## src/ltcb_consts.svh

```systemverilog
// Constants of the limit threshold compare bank: offsets, fields, reset values
// Notes on behaviour
// - Checksum ok bit resets one, clears on error
// - Negative shunt high limit trips at zero
// - Signed shunt high threshold, 0xC, reset 7FFF
// - Signed shunt low threshold, 0xD, reset 8000
// - Shunt threshold shares shunt result scaling
// - Bus high threshold 15 bits, 0xE, 7FFF
// - Bus low threshold 15 bits, 0xF, zero
// - Bus thresholds compare directly on raw codes
// - Signed temperature limit bits 15-4, reset 7FF
// - Temperature bits 3-0 ignore writes, read zero
// - Unsigned power limit, 0x11, reset FFFF
// - Power limit step is 256 power steps
// - Read-only maker code at 0x3E
// - Each comparison sets its own flag
// - Latched flags hold until diagnostic read
// - Averaged option selects averaged comparison values
`ifndef LTCB_CONSTS_SVH
`define LTCB_CONSTS_SVH
`define LTCB_OFS_SHUNT_HIGH   6'h0C
`define LTCB_OFS_SHUNT_LOW    6'h0D
`define LTCB_OFS_BUS_HIGH     6'h0E
`define LTCB_OFS_BUS_LOW      6'h0F
`define LTCB_OFS_TEMP         6'h10
`define LTCB_OFS_POWER        6'h11
`define LTCB_OFS_MAKER        6'h3E
`define LTCB_RST_SHUNT_HIGH   16'h7FFF
`define LTCB_RST_SHUNT_LOW    16'h8000
`define LTCB_RST_BUS_HIGH     15'h7FFF
`define LTCB_RST_BUS_LOW      15'h0000
`define LTCB_RST_TEMP         12'h7FF
`define LTCB_RST_POWER        16'hFFFF
`define LTCB_MAKER_CODE       16'h4142 // Arbitrary value, stands in for the real maker code
`define LTCB_BUS_MSB          14
`define LTCB_TEMP_LSB         4
`define LTCB_POWER_LSB        8
`endif

```

## src/ltcb_pkg.sv

```systemverilog
// Types of the limit threshold compare bank
package ltcb_pkg;
   // Register access from the serial front end
   typedef struct packed {
      logic        wrStb;
      logic        rdStb;
      logic [5:0]  addr;
      logic [15:0] wrData;
   } ltcb_req_t;
   // One measurement sample set
   typedef struct packed {
      logic        valid;
      logic [15:0] shunt;
      logic [15:0] bus;
      logic [11:0] temp;
      logic [23:0] power;
   } ltcb_meas_t;
   // Limit flags
   typedef struct packed {
      logic tempOver;
      logic shuntOver;
      logic shuntUnder;
      logic busOver;
      logic busUnder;
      logic powerOver;
   } ltcb_flags_t;
   // Module state except the checksum error synchroniser flops
   typedef struct packed {
      logic [15:0] shuntHigh;
      logic [15:0] shuntLow;
      logic [14:0] busHigh;
      logic [14:0] busLow;
      logic [11:0] tempLimit;
      logic [15:0] powerLimit;
      logic        checksumOk;
      ltcb_flags_t flags;
      logic [15:0] rdData;
   } ltcb_state_t;
endpackage : ltcb_pkg
```

## src/ltcb_bank.sv

```systemverilog
// Limit threshold register bank with comparators and flag keeping
`timescale 1ns/1ps
`include "ltcb_consts.svh"
module ltcb_bank
(
   // Clock and reset
   input  wire logic               mclk,
   input  wire logic               srst,
   // Register access
   input  wire ltcb_pkg::ltcb_req_t req,
   output logic [15:0]             rdData,
   // Measurements
   input  wire ltcb_pkg::ltcb_meas_t rawMeas,
   input  wire ltcb_pkg::ltcb_meas_t avgMeas,
   // Configuration from neighbouring registers
   input  wire logic               alertLatchSelect,
   input  wire logic               averagedAlertSelect,
   input  wire logic               shuntRangeSelect,
   input  wire logic               diagRead,
   input  wire logic               trimChecksumErr,
   // Status out
   output ltcb_pkg::ltcb_flags_t   limitFlags,
   output logic                    trimChecksumOk,
   output logic                    alertActive
);
   import ltcb_pkg::*;

   // How the bank behaves, in short:
   //  - Thresholds load on a write strobe; reads answer one cycle later from a flop
   //  - Reserved bits are never stored, so they cannot read back as anything but zero
   //  - The maker code is a constant on the read path; no write place exists for it
   //  - All six comparisons are strict; a value equal to its limit never trips
   //  - Shunt limits compare as signed codes, so a negative high limit trips at zero
   //  - The range select only changes what one code means, both sides scale alike
   //  - Bus limits drop bit 15; the bus result uses bits 14 to 0 only
   //  - The power limit meets the upper sixteen bits of the 24-bit power result
   //  - Flags move only on a sample of the selected source, or on a diagnostic read
   //  - Latched flags gather until read; a hit in the read cycle survives it
   //  - Transparent flags follow the latest sample; a cleared fault drops at once
   //  - Host must keep the shunt high limit above the low one when both are negative
   //  - The checksum error crosses two flops; the bit stays low until reset

   ltcb_state_t st_q;
   ltcb_state_t st_d;
   ltcb_meas_t  meas;
   ltcb_flags_t hit;
   logic        errSync1_q;
   logic        errSync2_q;

   ////////////////////////////////////////////////////////////////
   // Checksum error comes from the trim memory domain, synchronise it
   always_ff @(posedge mclk)
   begin
      if (srst)
      begin
         errSync1_q <= 1'b0;
         errSync2_q <= 1'b0;
      end
      else
      begin
         errSync1_q <= trimChecksumErr;
         errSync2_q <= errSync1_q;
      end
   end

   ////////////////////////////////////////////////////////////////
   // Comparison source: averaged or raw value
   assign meas = averagedAlertSelect ? avgMeas : rawMeas;

   // Limit comparisons; shunt range only rescales, codes compare directly
   always_comb
   begin
      hit.shuntOver  = $signed(meas.shunt) > $signed(st_q.shuntHigh);
      hit.shuntUnder = $signed(meas.shunt) < $signed(st_q.shuntLow);
      hit.busOver    = meas.bus[`LTCB_BUS_MSB:0] > st_q.busHigh;
      hit.busUnder   = meas.bus[`LTCB_BUS_MSB:0] < st_q.busLow;
      hit.tempOver   = $signed(meas.temp) > $signed(st_q.tempLimit);
      hit.powerOver  = meas.power[23:`LTCB_POWER_LSB] > st_q.powerLimit;
   end

   ////////////////////////////////////////////////////////////////
   // Next state: register writes, flags and read data
   always_comb
   begin
      st_d = st_q;
      if (req.wrStb)
      begin
         unique case (req.addr)
            `LTCB_OFS_SHUNT_HIGH: st_d.shuntHigh  = req.wrData;
            `LTCB_OFS_SHUNT_LOW:  st_d.shuntLow   = req.wrData;
            `LTCB_OFS_BUS_HIGH:   st_d.busHigh    = req.wrData[`LTCB_BUS_MSB:0];
            `LTCB_OFS_BUS_LOW:    st_d.busLow     = req.wrData[`LTCB_BUS_MSB:0];
            `LTCB_OFS_TEMP:       st_d.tempLimit  = req.wrData[15:`LTCB_TEMP_LSB];
            `LTCB_OFS_POWER:      st_d.powerLimit = req.wrData;
            default:              st_d = st_q; // Maker code and others ignore writes
         endcase
      end
      // Latched flags clear on diagnostic read; a fresh hit wins over clear
      if (meas.valid)
      begin
         if (alertLatchSelect)
            st_d.flags = (diagRead ? '0 : st_q.flags) | hit;
         else
            st_d.flags = hit;
      end
      else if (alertLatchSelect && diagRead)
         st_d.flags = '0;
      // Error only ever pulls the bit low until reset
      if (errSync2_q)
         st_d.checksumOk = 1'b0;
      if (req.rdStb)
      begin
         unique case (req.addr)
            `LTCB_OFS_SHUNT_HIGH: st_d.rdData = st_q.shuntHigh;
            `LTCB_OFS_SHUNT_LOW:  st_d.rdData = st_q.shuntLow;
            `LTCB_OFS_BUS_HIGH:   st_d.rdData = {1'b0, st_q.busHigh};
            `LTCB_OFS_BUS_LOW:    st_d.rdData = {1'b0, st_q.busLow};
            `LTCB_OFS_TEMP:       st_d.rdData = {st_q.tempLimit, 4'h0};
            `LTCB_OFS_POWER:      st_d.rdData = st_q.powerLimit;
            `LTCB_OFS_MAKER:      st_d.rdData = `LTCB_MAKER_CODE; // Arbitrary code
            default:              st_d.rdData = 16'h0000;
         endcase
      end
   end

   ////////////////////////////////////////////////////////////////
   // State register
   always_ff @(posedge mclk)
   begin
      if (srst)
      begin
         st_q            <= '0;
         st_q.shuntHigh  <= `LTCB_RST_SHUNT_HIGH;
         st_q.shuntLow   <= `LTCB_RST_SHUNT_LOW;
         st_q.busHigh    <= `LTCB_RST_BUS_HIGH;
         st_q.busLow     <= `LTCB_RST_BUS_LOW;
         st_q.tempLimit  <= `LTCB_RST_TEMP;
         st_q.powerLimit <= `LTCB_RST_POWER;
         st_q.checksumOk <= 1'b1;
      end
      else
         st_q <= st_d;
   end

   // Outputs come from flops; alertActive is an OR of the flag flops
   assign rdData         = st_q.rdData;
   assign limitFlags     = st_q.flags;
   assign trimChecksumOk = st_q.checksumOk;
   assign alertActive    = |st_q.flags;
endmodule : ltcb_bank

```

## config.mk

```make
export PLATFORM = sky130hd
export DESIGN_NAME = ltcb_bank
export DESIGN_NICKNAME = d
export VERILOG_FILES = /design/src/ltcb_pkg.sv /design/src/ltcb_bank.sv
export VERILOG_INCLUDE_DIRS = /design/src /design/src/src
export SDC_FILE = /design/constraint.sdc
export NUM_CORES = 1
export LEC_CHECK = 0
export BUFFER_PORTS_ARGS = -buffer_cell sky130_fd_sc_hd__buf_2
export CAP_MARGIN = 40
export CORE_AREA = 4 4 165 127
export DETAILED_ROUTE_END_ITERATION = 7
export DIE_AREA = 0 0 169 131
export GPL_TIMING_DRIVEN = 0
export SLEW_MARGIN = 10
export SYNTH_ARGS = -nofsm -noshare
export SYNTH_HDL_FRONTEND = slang
export SYNTH_SLANG_ARGS = --single-unit
```

## constraint.sdc

```tcl
create_clock -name mclk -period 6.8 [get_ports mclk]
set_clock_uncertainty 0.15 [all_clocks]
set_input_delay 1.36 -clock mclk [delete_from_list [all_inputs] [get_ports mclk]]
set_output_delay 1.36 -clock mclk [all_outputs]
set_load 0.03 [all_outputs]
```

# Yosys cells after proc, flatten, opt, wreduce, memory -nomap -nowiden
# Cells that the tools add are included.
# word_totals
in_bits	169
register_bits	115
# classes
n_reduce_logical	9
order_cmp	6
n_eq_ne	7
n_bitwise	1
n_mux	8
# ops
operator	n
$pmux W16 S7	1
$mux W69	1
$gt A16 B16 Y1	2
$eq A6 B4 Y1 const B	4
$mux W6	4
$lt A16 B16 Y1	1
$mux W16	1
$gt A15 B15 Y1	1
$lt A15 B15 Y1	1
$eq A6 B5 Y1 const B	2
$gt A12 B12 Y1	1
$reduce_and A2 Y1	6
$eq A6 B6 Y1 const B	1
$or A6 B6 Y6	1
$reduce_or A6 Y1	1
$reduce_bool A2 Y1	1
$logic_and A1 B1 Y1	1
$mux W1	1

# Depth between registers and ports, before layout
# Gate-level depths: netlist of the first run.
# logic_depth
ltp_word	5
depth_mapped	10
ltp_nobuf	7

# Worst setup path after synthesis of the first run
# Ideal clock, no wire load.
# synth_path
path_type	input to register
from	input port averagedAlertSelect
to	register st_q, in the netlist limitFlags[1]
required_time_ps	6523
path_stages	9
arrival_time_ps	3385
slack_ps	3138
setup_time_ps	127
path_buffers	3
cell_sequence	buf_4 clkbuf_1 buf_2 mux2_2 ha_1 and4_1 o21ai_0 a2111oi_0 o21ai_1
# synth_via
elab_chain_len	5
# synth_rtl
item	line	rtl
from (decl)	ltcb_bank.sv:17	input wire logic averagedAlertSelect,
$mux W69 *	ltcb_bank.sv:68	assign meas = averagedAlertSelect ? avgMeas : rawMeas;
$lt A15 B15 Y1	ltcb_bank.sv:76	hit.busUnder = meas.bus[`LTCB_BUS_MSB:0] < st_q.busLow;
$or A6 B6 Y6	ltcb_bank.sv:102	st_d.flags = (diagRead ? '0 : st_q.flags) | hit;
$mux W6	ltcb_bank.sv:101	if (alertLatchSelect)
$mux W6	ltcb_bank.sv:99	if (meas.valid)
to (signal assigned)	ltcb_bank.sv:142	st_q <= st_d;
to (decl)	ltcb_bank.sv:43	ltcb_state_t st_q;
# Mark *: on every way between the ends. The rest lies on a longest branch, timed or not.
# A chain may end at the register's enable or synchronous reset.

# Final worst setup path of the first run
# Ends and elaborated chain as after synthesis.

==> impl_metrics.env, run 1 <==
export IMPL_finalNetCount=1365
export IMPL_clock_latency_ns=0.42
export IMPL_synth_distinct_cells=54
export IMPL_yosys_area_share_simple_pct=14.27
export IMPL_endpoint_kind="flop"
export IMPL_max_stage_delay_ns=0.53
export IMPL_synth_adder_area_share_pct=14.34
export IMPL_ctsHoldBuffers=0
export IMPL_tritoncts="built"
export IMPL_crit_arrival_ns=4.08
export IMPL_drt_iter0_drc=637
export IMPL_path_clk_slew_ns=0.05
export IMPL_r2r_start="st_q[57]$_SDFFE_PP0P_"
export IMPL_synth_top_area_share_pct=29.98
export IMPL_fp_row_count=44
export IMPL_netlist_area_um2=7680
export IMPL_h_tree_depth=4
export IMPL_synth_flop_cell="dfxtp_1"
export IMPL_detail_route_vias_per_cell=5.331
export IMPL_synthToLayoutAreaGrowth_pct=23.72
export IMPL_min_period_ns=3.886
export IMPL_slew_limit_headroom_pct=37.14
export IMPL_cp_data_required_time_ns=7.00
export IMPL_hold_viol_final=0
export IMPL_start_util_pct=39.97
export IMPL_post_cts_buffers=0
export IMPL_synth_edf_count=0
export IMPL_antenna_found_initial=0
export IMPL_rsz0062_at_grt="no"
export IMPL_cts_resized=0
export IMPL_setup_viol=0
export IMPL_dp_hpwl_um=21370
export IMPL_synth_fp_nets=1175
export IMPL_maxCapViolCount=0
export IMPL_yosysWarnings=0
export IMPL_setup_ws_ns=2.914
export IMPL_numPortBuffers=170
export IMPL_crit_path_max_fanout=10
export IMPL_ys_ff_latch=115
export IMPL_layout_commonest_cell="buf_2"
export IMPL_post_route_period_util_pct=57.14
export IMPL_crit_buf_inv=3
export IMPL_firstDrtPassIters=5
export IMPL_synth_compound_area_share_pct=18.75
export IMPL_startpoint_type="input pin"
export IMPL_cts_buffer_depth=2
export IMPL_routed_wirelength_um=26430
export IMPL_outcome="finished, final reports clean"
export IMPL_crit_path_start="averagedAlertSelect"
export IMPL_critical_path_class="input pin to flop"
export IMPL_pwr_density_cell_nw_per_um2=203.8
export IMPL_hp_start="errSync2_q$_SDFF_PP0_"
export IMPL_mostFrequentLayoutCells="186 x buf_2, 169 x nand2_1, 115 x dfxtp_1, 94 x inv_1, 88 x ha_1"
export IMPL_routedWlPerCell_um=19.23
export IMPL_die_height_um=131
export IMPL_cts_made_buffers=17
export IMPL_ir_worst_vdd_v=0.0001213
export IMPL_die_x_um=169
export IMPL_root_buffer="clkbuf_16"
export IMPL_crit_family="buffers and inverters"
export IMPL_grt_overflow=0
export IMPL_floorplan_io_pins=193
export IMPL_num_fill_cells=1886
export IMPL_final_max_slew_violation_count=0
export IMPL_netlist_instances=918
export IMPL_coreArea_um2=19210
export IMPL_yosysSeqAreaShare_pct=29.98
export IMPL_clock_sinks=115
export IMPL_synthArstFlopShare_pct=0
export IMPL_muxShareOfSynthArea_pct=12.81
export IMPL_synth_area_leaders="dfxtp_1 30%, ha_1 14%, nand2_1 8.3%"
export IMPL_yosys_area_share_xor_xnor_pct=0
export IMPL_hold_path_class="flop to flop"
export IMPL_worst_pin_slew_ns=0.9191
export IMPL_routabilityCongestion=0.9415
export IMPL_tns_ns=0
export IMPL_ant_nets=0
export IMPL_dieArea_um2=22140
export IMPL_leakage_uw=0.004604
export IMPL_vias=7325
export IMPL_drcViolationCount=0
export IMPL_avgSynthCellArea_um2=8.366
export IMPL_drive_gt1_share_pct=27.95
export IMPL_track_usage_pct=23.70
export IMPL_grt_start_max_net_pins=17
export IMPL_first_global_vias=6805
export IMPL_fmax_ghz=0.2573
export IMPL_synth_top_family_by_area="compound AO/OA/AOI/OAI gates"
export IMPL_synth_top_area_cell="dfxtp_1"
export IMPL_grt_pass1_wl_um=39300
export IMPL_critPathSlowestCell="clkbuf_1"
export IMPL_critical_path_cell_chain="buf_4 > clkbuf_1 > buf_2 > mux2_2 > ha_1 > a21o_1 > a2111oi_0 > o21ai_0 > o21ai_1"
export IMPL_dp_slack_ns=2.428
-- routing by layer --
layer  vias up  GRT usage [%]  share of wire [%]
li1       3611              -                  -
met1      3373          35.00                 49
met2       320          35.03                 41
met3        21          5.865                8.3
met4         0          5.111                1.1
met5         -              0                  0
-- through the flow --
step | std cells | area (um2) | total power, uW | util [%] | hold slack, ns
2_1_floorplan | 918 | 7680 | 849.6 | - | 0.2382
3_3_place_gp | 1341 | 8847 | 960.9 | 46.05 | 0.2405
3_5_place_dp | 1342 | 8859 | 964.9 | 46.11 | 0.2662
4_1_cts | 1373 | 9499 | 1940 | 49.44 | 0.2620
5_1_grt | 1373 | 9499 | 2007 | 49.44 | 0.2834
6_report | 1374 | 9502 | 1937 | 49.45 | 0.2575
-- worst reg2reg max path: cells and delay by family (launching register included) --
family                     cells  cell delay (ns)
buffers and inverters          1             0.07
AOI/OAI and AO/OA              3             0.68
and+or+nand+nor                1             0.19
DFF                            1             0.43
adders and majority gates      1             0.30
-- cell type report --
class	instances	area, um2	area share, %
clock inverter	10	180.2	1.896
tap	253	316.6	3.332
multi-input combinational	638	4621	48.63
buffer	70	400.4	4.214
clock buffer	21	460.4	4.846
sequential	115	2302	24.23
antenna	1	2.502	0.02634
inverter	95	356.6	3.753
timing repair buffer	171	862.1	9.073
-- logic make-up (layout without fill, tap and decap cells) --
| logic type | Yosys count | after routing |
|---|---|---|
| AND/OR/NAND/NOR | 245 | 245 |
| multiplexers | 85 | 85 |
| adder cells (fa/ha/maj) | 88 | 88 |
| buffers and inverters | 165 | 367 |
| AO/OA/AOI/OAI | 220 | 220 |
| other | 0 | 1 |
| flip-flops | 115 | 115 |
-- synth_stat cells (all sizes together), types with 2 or more instances --
library cell,instances
buf,46
a21oi,61
a22o,9
mux4,5
a31oi,3
a2111o,2
nor4,2
o21a,3
o21ai,51
clkbuf,24
a2111oi,4
a222oi,8
nor3,6
and2,2
nand2,169
nor3b,2
nor2,19
nor2b,9
inv,94
a22oi,5
ha,88
a221oi,2
a21o,13
o211ai,45
nand4,14
mux2,56
mux2i,24
a211oi,7
and4,3
nand3,8
and3,4
dfxtp,115
-- flip-flops by register name (all words and copies together) (netlist names) --
signal	cells
errSync1_q	1
errSync2_q	1
limitFlags	6
rdData	16
st_q	90
trimChecksumOk	1
-- power breakdown --
part	total (uW)	internal [uW]	switching, uW	leakage (uW)
Clock	983	665	318	0.000309
Sequential	687	681	5.75	0.000931
Combinational	267	116	151	0.00336
-- worst paths after layout --
check / endpoint / slack, ns / cells after the start
hold / removal: trimChecksumOk$_SDFFE_PP1P_ / 0.26 / 1
setup / recovery: limitFlags[1]$_SDFFE_PP0P_ / 2.91 / 9
hold reg to reg: trimChecksumOk$_SDFFE_PP1P_ / 0.26 / 1
setup reg to reg: limitFlags[1]$_SDFFE_PP0P_ / 4.85 / 6
Power figures use the tool's default switching activity.
==> run 2, diff against run 1 <==
==> constraint.sdc (replaced) <==
create_clock -name mclk -period 3.35 [get_ports mclk]
set_clock_uncertainty 0.15 [all_clocks]
set_input_delay 0.67 -clock mclk [delete_from_list [all_inputs] [get_ports mclk]]
set_output_delay 0.67 -clock mclk [all_outputs]
set_load 0.03 [all_outputs]
==> run 2 against run 1 <==
Total power rose by 100%. Final cell count decreased by 0.15%. Flip-flop and latch count unchanged. Count of clock-buffer cells in the layout unchanged. Global-route usage unchanged. Register-to-register slack got worse by 3.5 ns. Largest cell class unchanged. Highest routed layer unchanged.
==> impl_metrics.env, run 2 (synthesis gave the netlist of run 1 again) <==
export IMPL_final_cells=1372
export IMPL_critical_path_class="input pin to flop"
export IMPL_hold_path_depth=1
export IMPL_setup_viol=0
export IMPL_root_buffer="clkbuf_16"
export IMPL_track_usage_pct=23.70
export IMPL_fp_row_count=44
export IMPL_post_cts_buffers=0
export IMPL_post_route_period_util_pct=88.77
export IMPL_critPathSlowestCell="clkbuf_1"
export IMPL_hold_end="trimChecksumOk$_SDFFE_PP1P_"
export IMPL_outcome="finished, final reports clean"
export IMPL_clock_latency_ns=0.42
export IMPL_grt_start_max_net_pins=17
export IMPL_worst_pin_slew_ns=0.9156
export IMPL_drt_iter0_drc=597
export IMPL_cts_resized=0
export IMPL_leakage_uw=0.004602
export IMPL_startpoint_type="input pin"
export IMPL_drive_gt1_share_pct=27.97
export IMPL_num_antenna_cells=0
export IMPL_cts_made_buffers=17
export IMPL_die_height_um=131
export IMPL_clock_sinks=115
export IMPL_drcViolationCount=0
export IMPL_reg2reg_to="limitFlags[1]$_SDFFE_PP0P_"
export IMPL_routedWlPerCell_um=19.28
export IMPL_crit_arrival_ns=3.11
export IMPL_mostFrequentLayoutCells="186 x buf_2, 169 x nand2_1, 115 x dfxtp_1, 94 x inv_1, 88 x ha_1"
export IMPL_firstDrtPassIters=6
export IMPL_fmax_ghz=0.3363
export IMPL_die_x_um=169
export IMPL_r2r_start="st_q[57]$_SDFFE_PP0P_"
export IMPL_worstRegToRegCells=6
export IMPL_ctsHoldBuffers=0
export IMPL_largest_reg_flops=90
export IMPL_grt_pass1_wl_um=39300
export IMPL_crit_path_max_fanout=15
export IMPL_start_util_pct=39.97
export IMPL_coreArea_um2=19210
export IMPL_grt_overflow=0
export IMPL_cp_data_required_time_ns=3.49
export IMPL_synthToLayoutAreaGrowth_pct=23.64
export IMPL_largest_register="st_q"
export IMPL_finalNetCount=1364
export IMPL_cts_buffer_depth=2
export IMPL_dp_hpwl_um=21370
export IMPL_hold_viol_final=0
export IMPL_r2r_setup_slack_ns=1.37
export IMPL_final_max_slew_violation_count=0
export IMPL_max_stage_delay_ns=0.54
export IMPL_crit_path_start="averagedAlertSelect"
export IMPL_pwr_density_cell_nw_per_um2=414.2
export IMPL_whs_ns=0.2562
export IMPL_hold_path_class="flop to flop"
export IMPL_routabilityCongestion=0.9415
export IMPL_ant_nets=0
export IMPL_maxCapViolCount=0
export IMPL_routed_wirelength_um=26460
export IMPL_floorplan_io_pins=193
export IMPL_h_tree_depth=4
export IMPL_layout_commonest_cell="buf_2"
export IMPL_min_period_ns=2.974
export IMPL_slew_limit_headroom_pct=37.38
export IMPL_hp_start="errSync2_q$_SDFF_PP0_"
export IMPL_path_clk_slew_ns=0.05
export IMPL_endpoint_kind="flop"
export IMPL_tritoncts="built"
export IMPL_placedCellCount=1342
export IMPL_rsz0062_at_grt="no"
export IMPL_dieArea_um2=22140
export IMPL_numPortBuffers=170
export IMPL_first_global_vias=6805
export IMPL_detail_route_vias_per_cell=5.282
export IMPL_antenna_found_initial=0
export IMPL_ir_worst_vdd_v=0.0002471
export IMPL_critical_path_cell_chain="buf_4 > clkbuf_1 > mux2_2 > ha_1 > nand2_1 > a21oi_1 > o21ai_0 > a2111oi_0 > o21ai_1"
export IMPL_vias=7247
==> run 2: cell count changes in the layout (fill, tap and decap cells not counted) <==
cell | before | now
clkbuf_1 | 25 | 24
diode_2 | 1 | 0
==> run 2: worst max path at each step <==
stage | to | slack [ns] | cells after the start
finish | limitFlags[1]$_SDFFE_PP0P_ | 0.38 | 9
global route | limitFlags[1]$_SDFFE_PP0P_ | 0.17 | 9
CTS | limitFlags[1]$_SDFFE_PP0P_ | 0.09 | 10
detailed placement | limitFlags[1]$_SDFFE_PP0P_ | -0.33 | 10
global placement | limitFlags[1]$_SDFFE_PP0P_ | -0.34 | 9
floorplan | limitFlags[1]$_SDFFE_PP0P_ | 0.38 | 9
==> run 2: power by group <==
part | switching (uW) | internal (uW)
registers | 11.7 | 1380
logic | 308 | 235
clock network | 646 | 1350
total | 965 | 2970
==> run 2: metal layers <==
layer	track usage, %	up-vias	part of all wire [%]	routed length [um]
li1	-	3606	-	-
met1	35.00	3282	49	12940
met2	35.03	327	41	10730
met3	5.865	32	9.0	2392
met4	5.111	0	1.5	400
met5	0	-	0	0
==> run 2: worst max-delay path, delay by kind of cell <==
| family | cells | cell delay (ns) |
|---|---|---|
| fa+ha+maj | 1 | 0.28 |
| mux | 1 | 0.46 |
| simple gates | 1 | 0.04 |
| compound gates | 4 | 0.83 |
| buf+inv | 2 | 0.82 |
==> run 2: per-stage QoR <==
stage	area [um2]	power, uW	setup TNS [ns]	worst slack, ns	util [%]
2_1_floorplan	7680	1725	0	0.3777	-
3_3_place_gp	8847	1950	-1.051	-0.3420	46.05
5_1_grt	9495	4073	0	0.1661	49.42
4_1_cts	9499	3937	0	0.09009	49.44
3_5_place_dp	8859	1959	-1.128	-0.3318	46.11
6_report	9495	3933	0	0.3763	49.42
==> run 2: cell type report <==
| class | count | area [um2] |
|---|---|---|
| fill | 1885 | 9718 |
| multi-input combinational | 638 | 4621 |
| sequential | 115 | 2302 |
| timing repair buffer | 171 | 862.1 |
| clock buffer | 21 | 460.4 |
| buffer | 69 | 396.6 |
| inverter | 95 | 356.6 |
| tap | 253 | 316.6 |
| clock inverter | 10 | 180.2 |
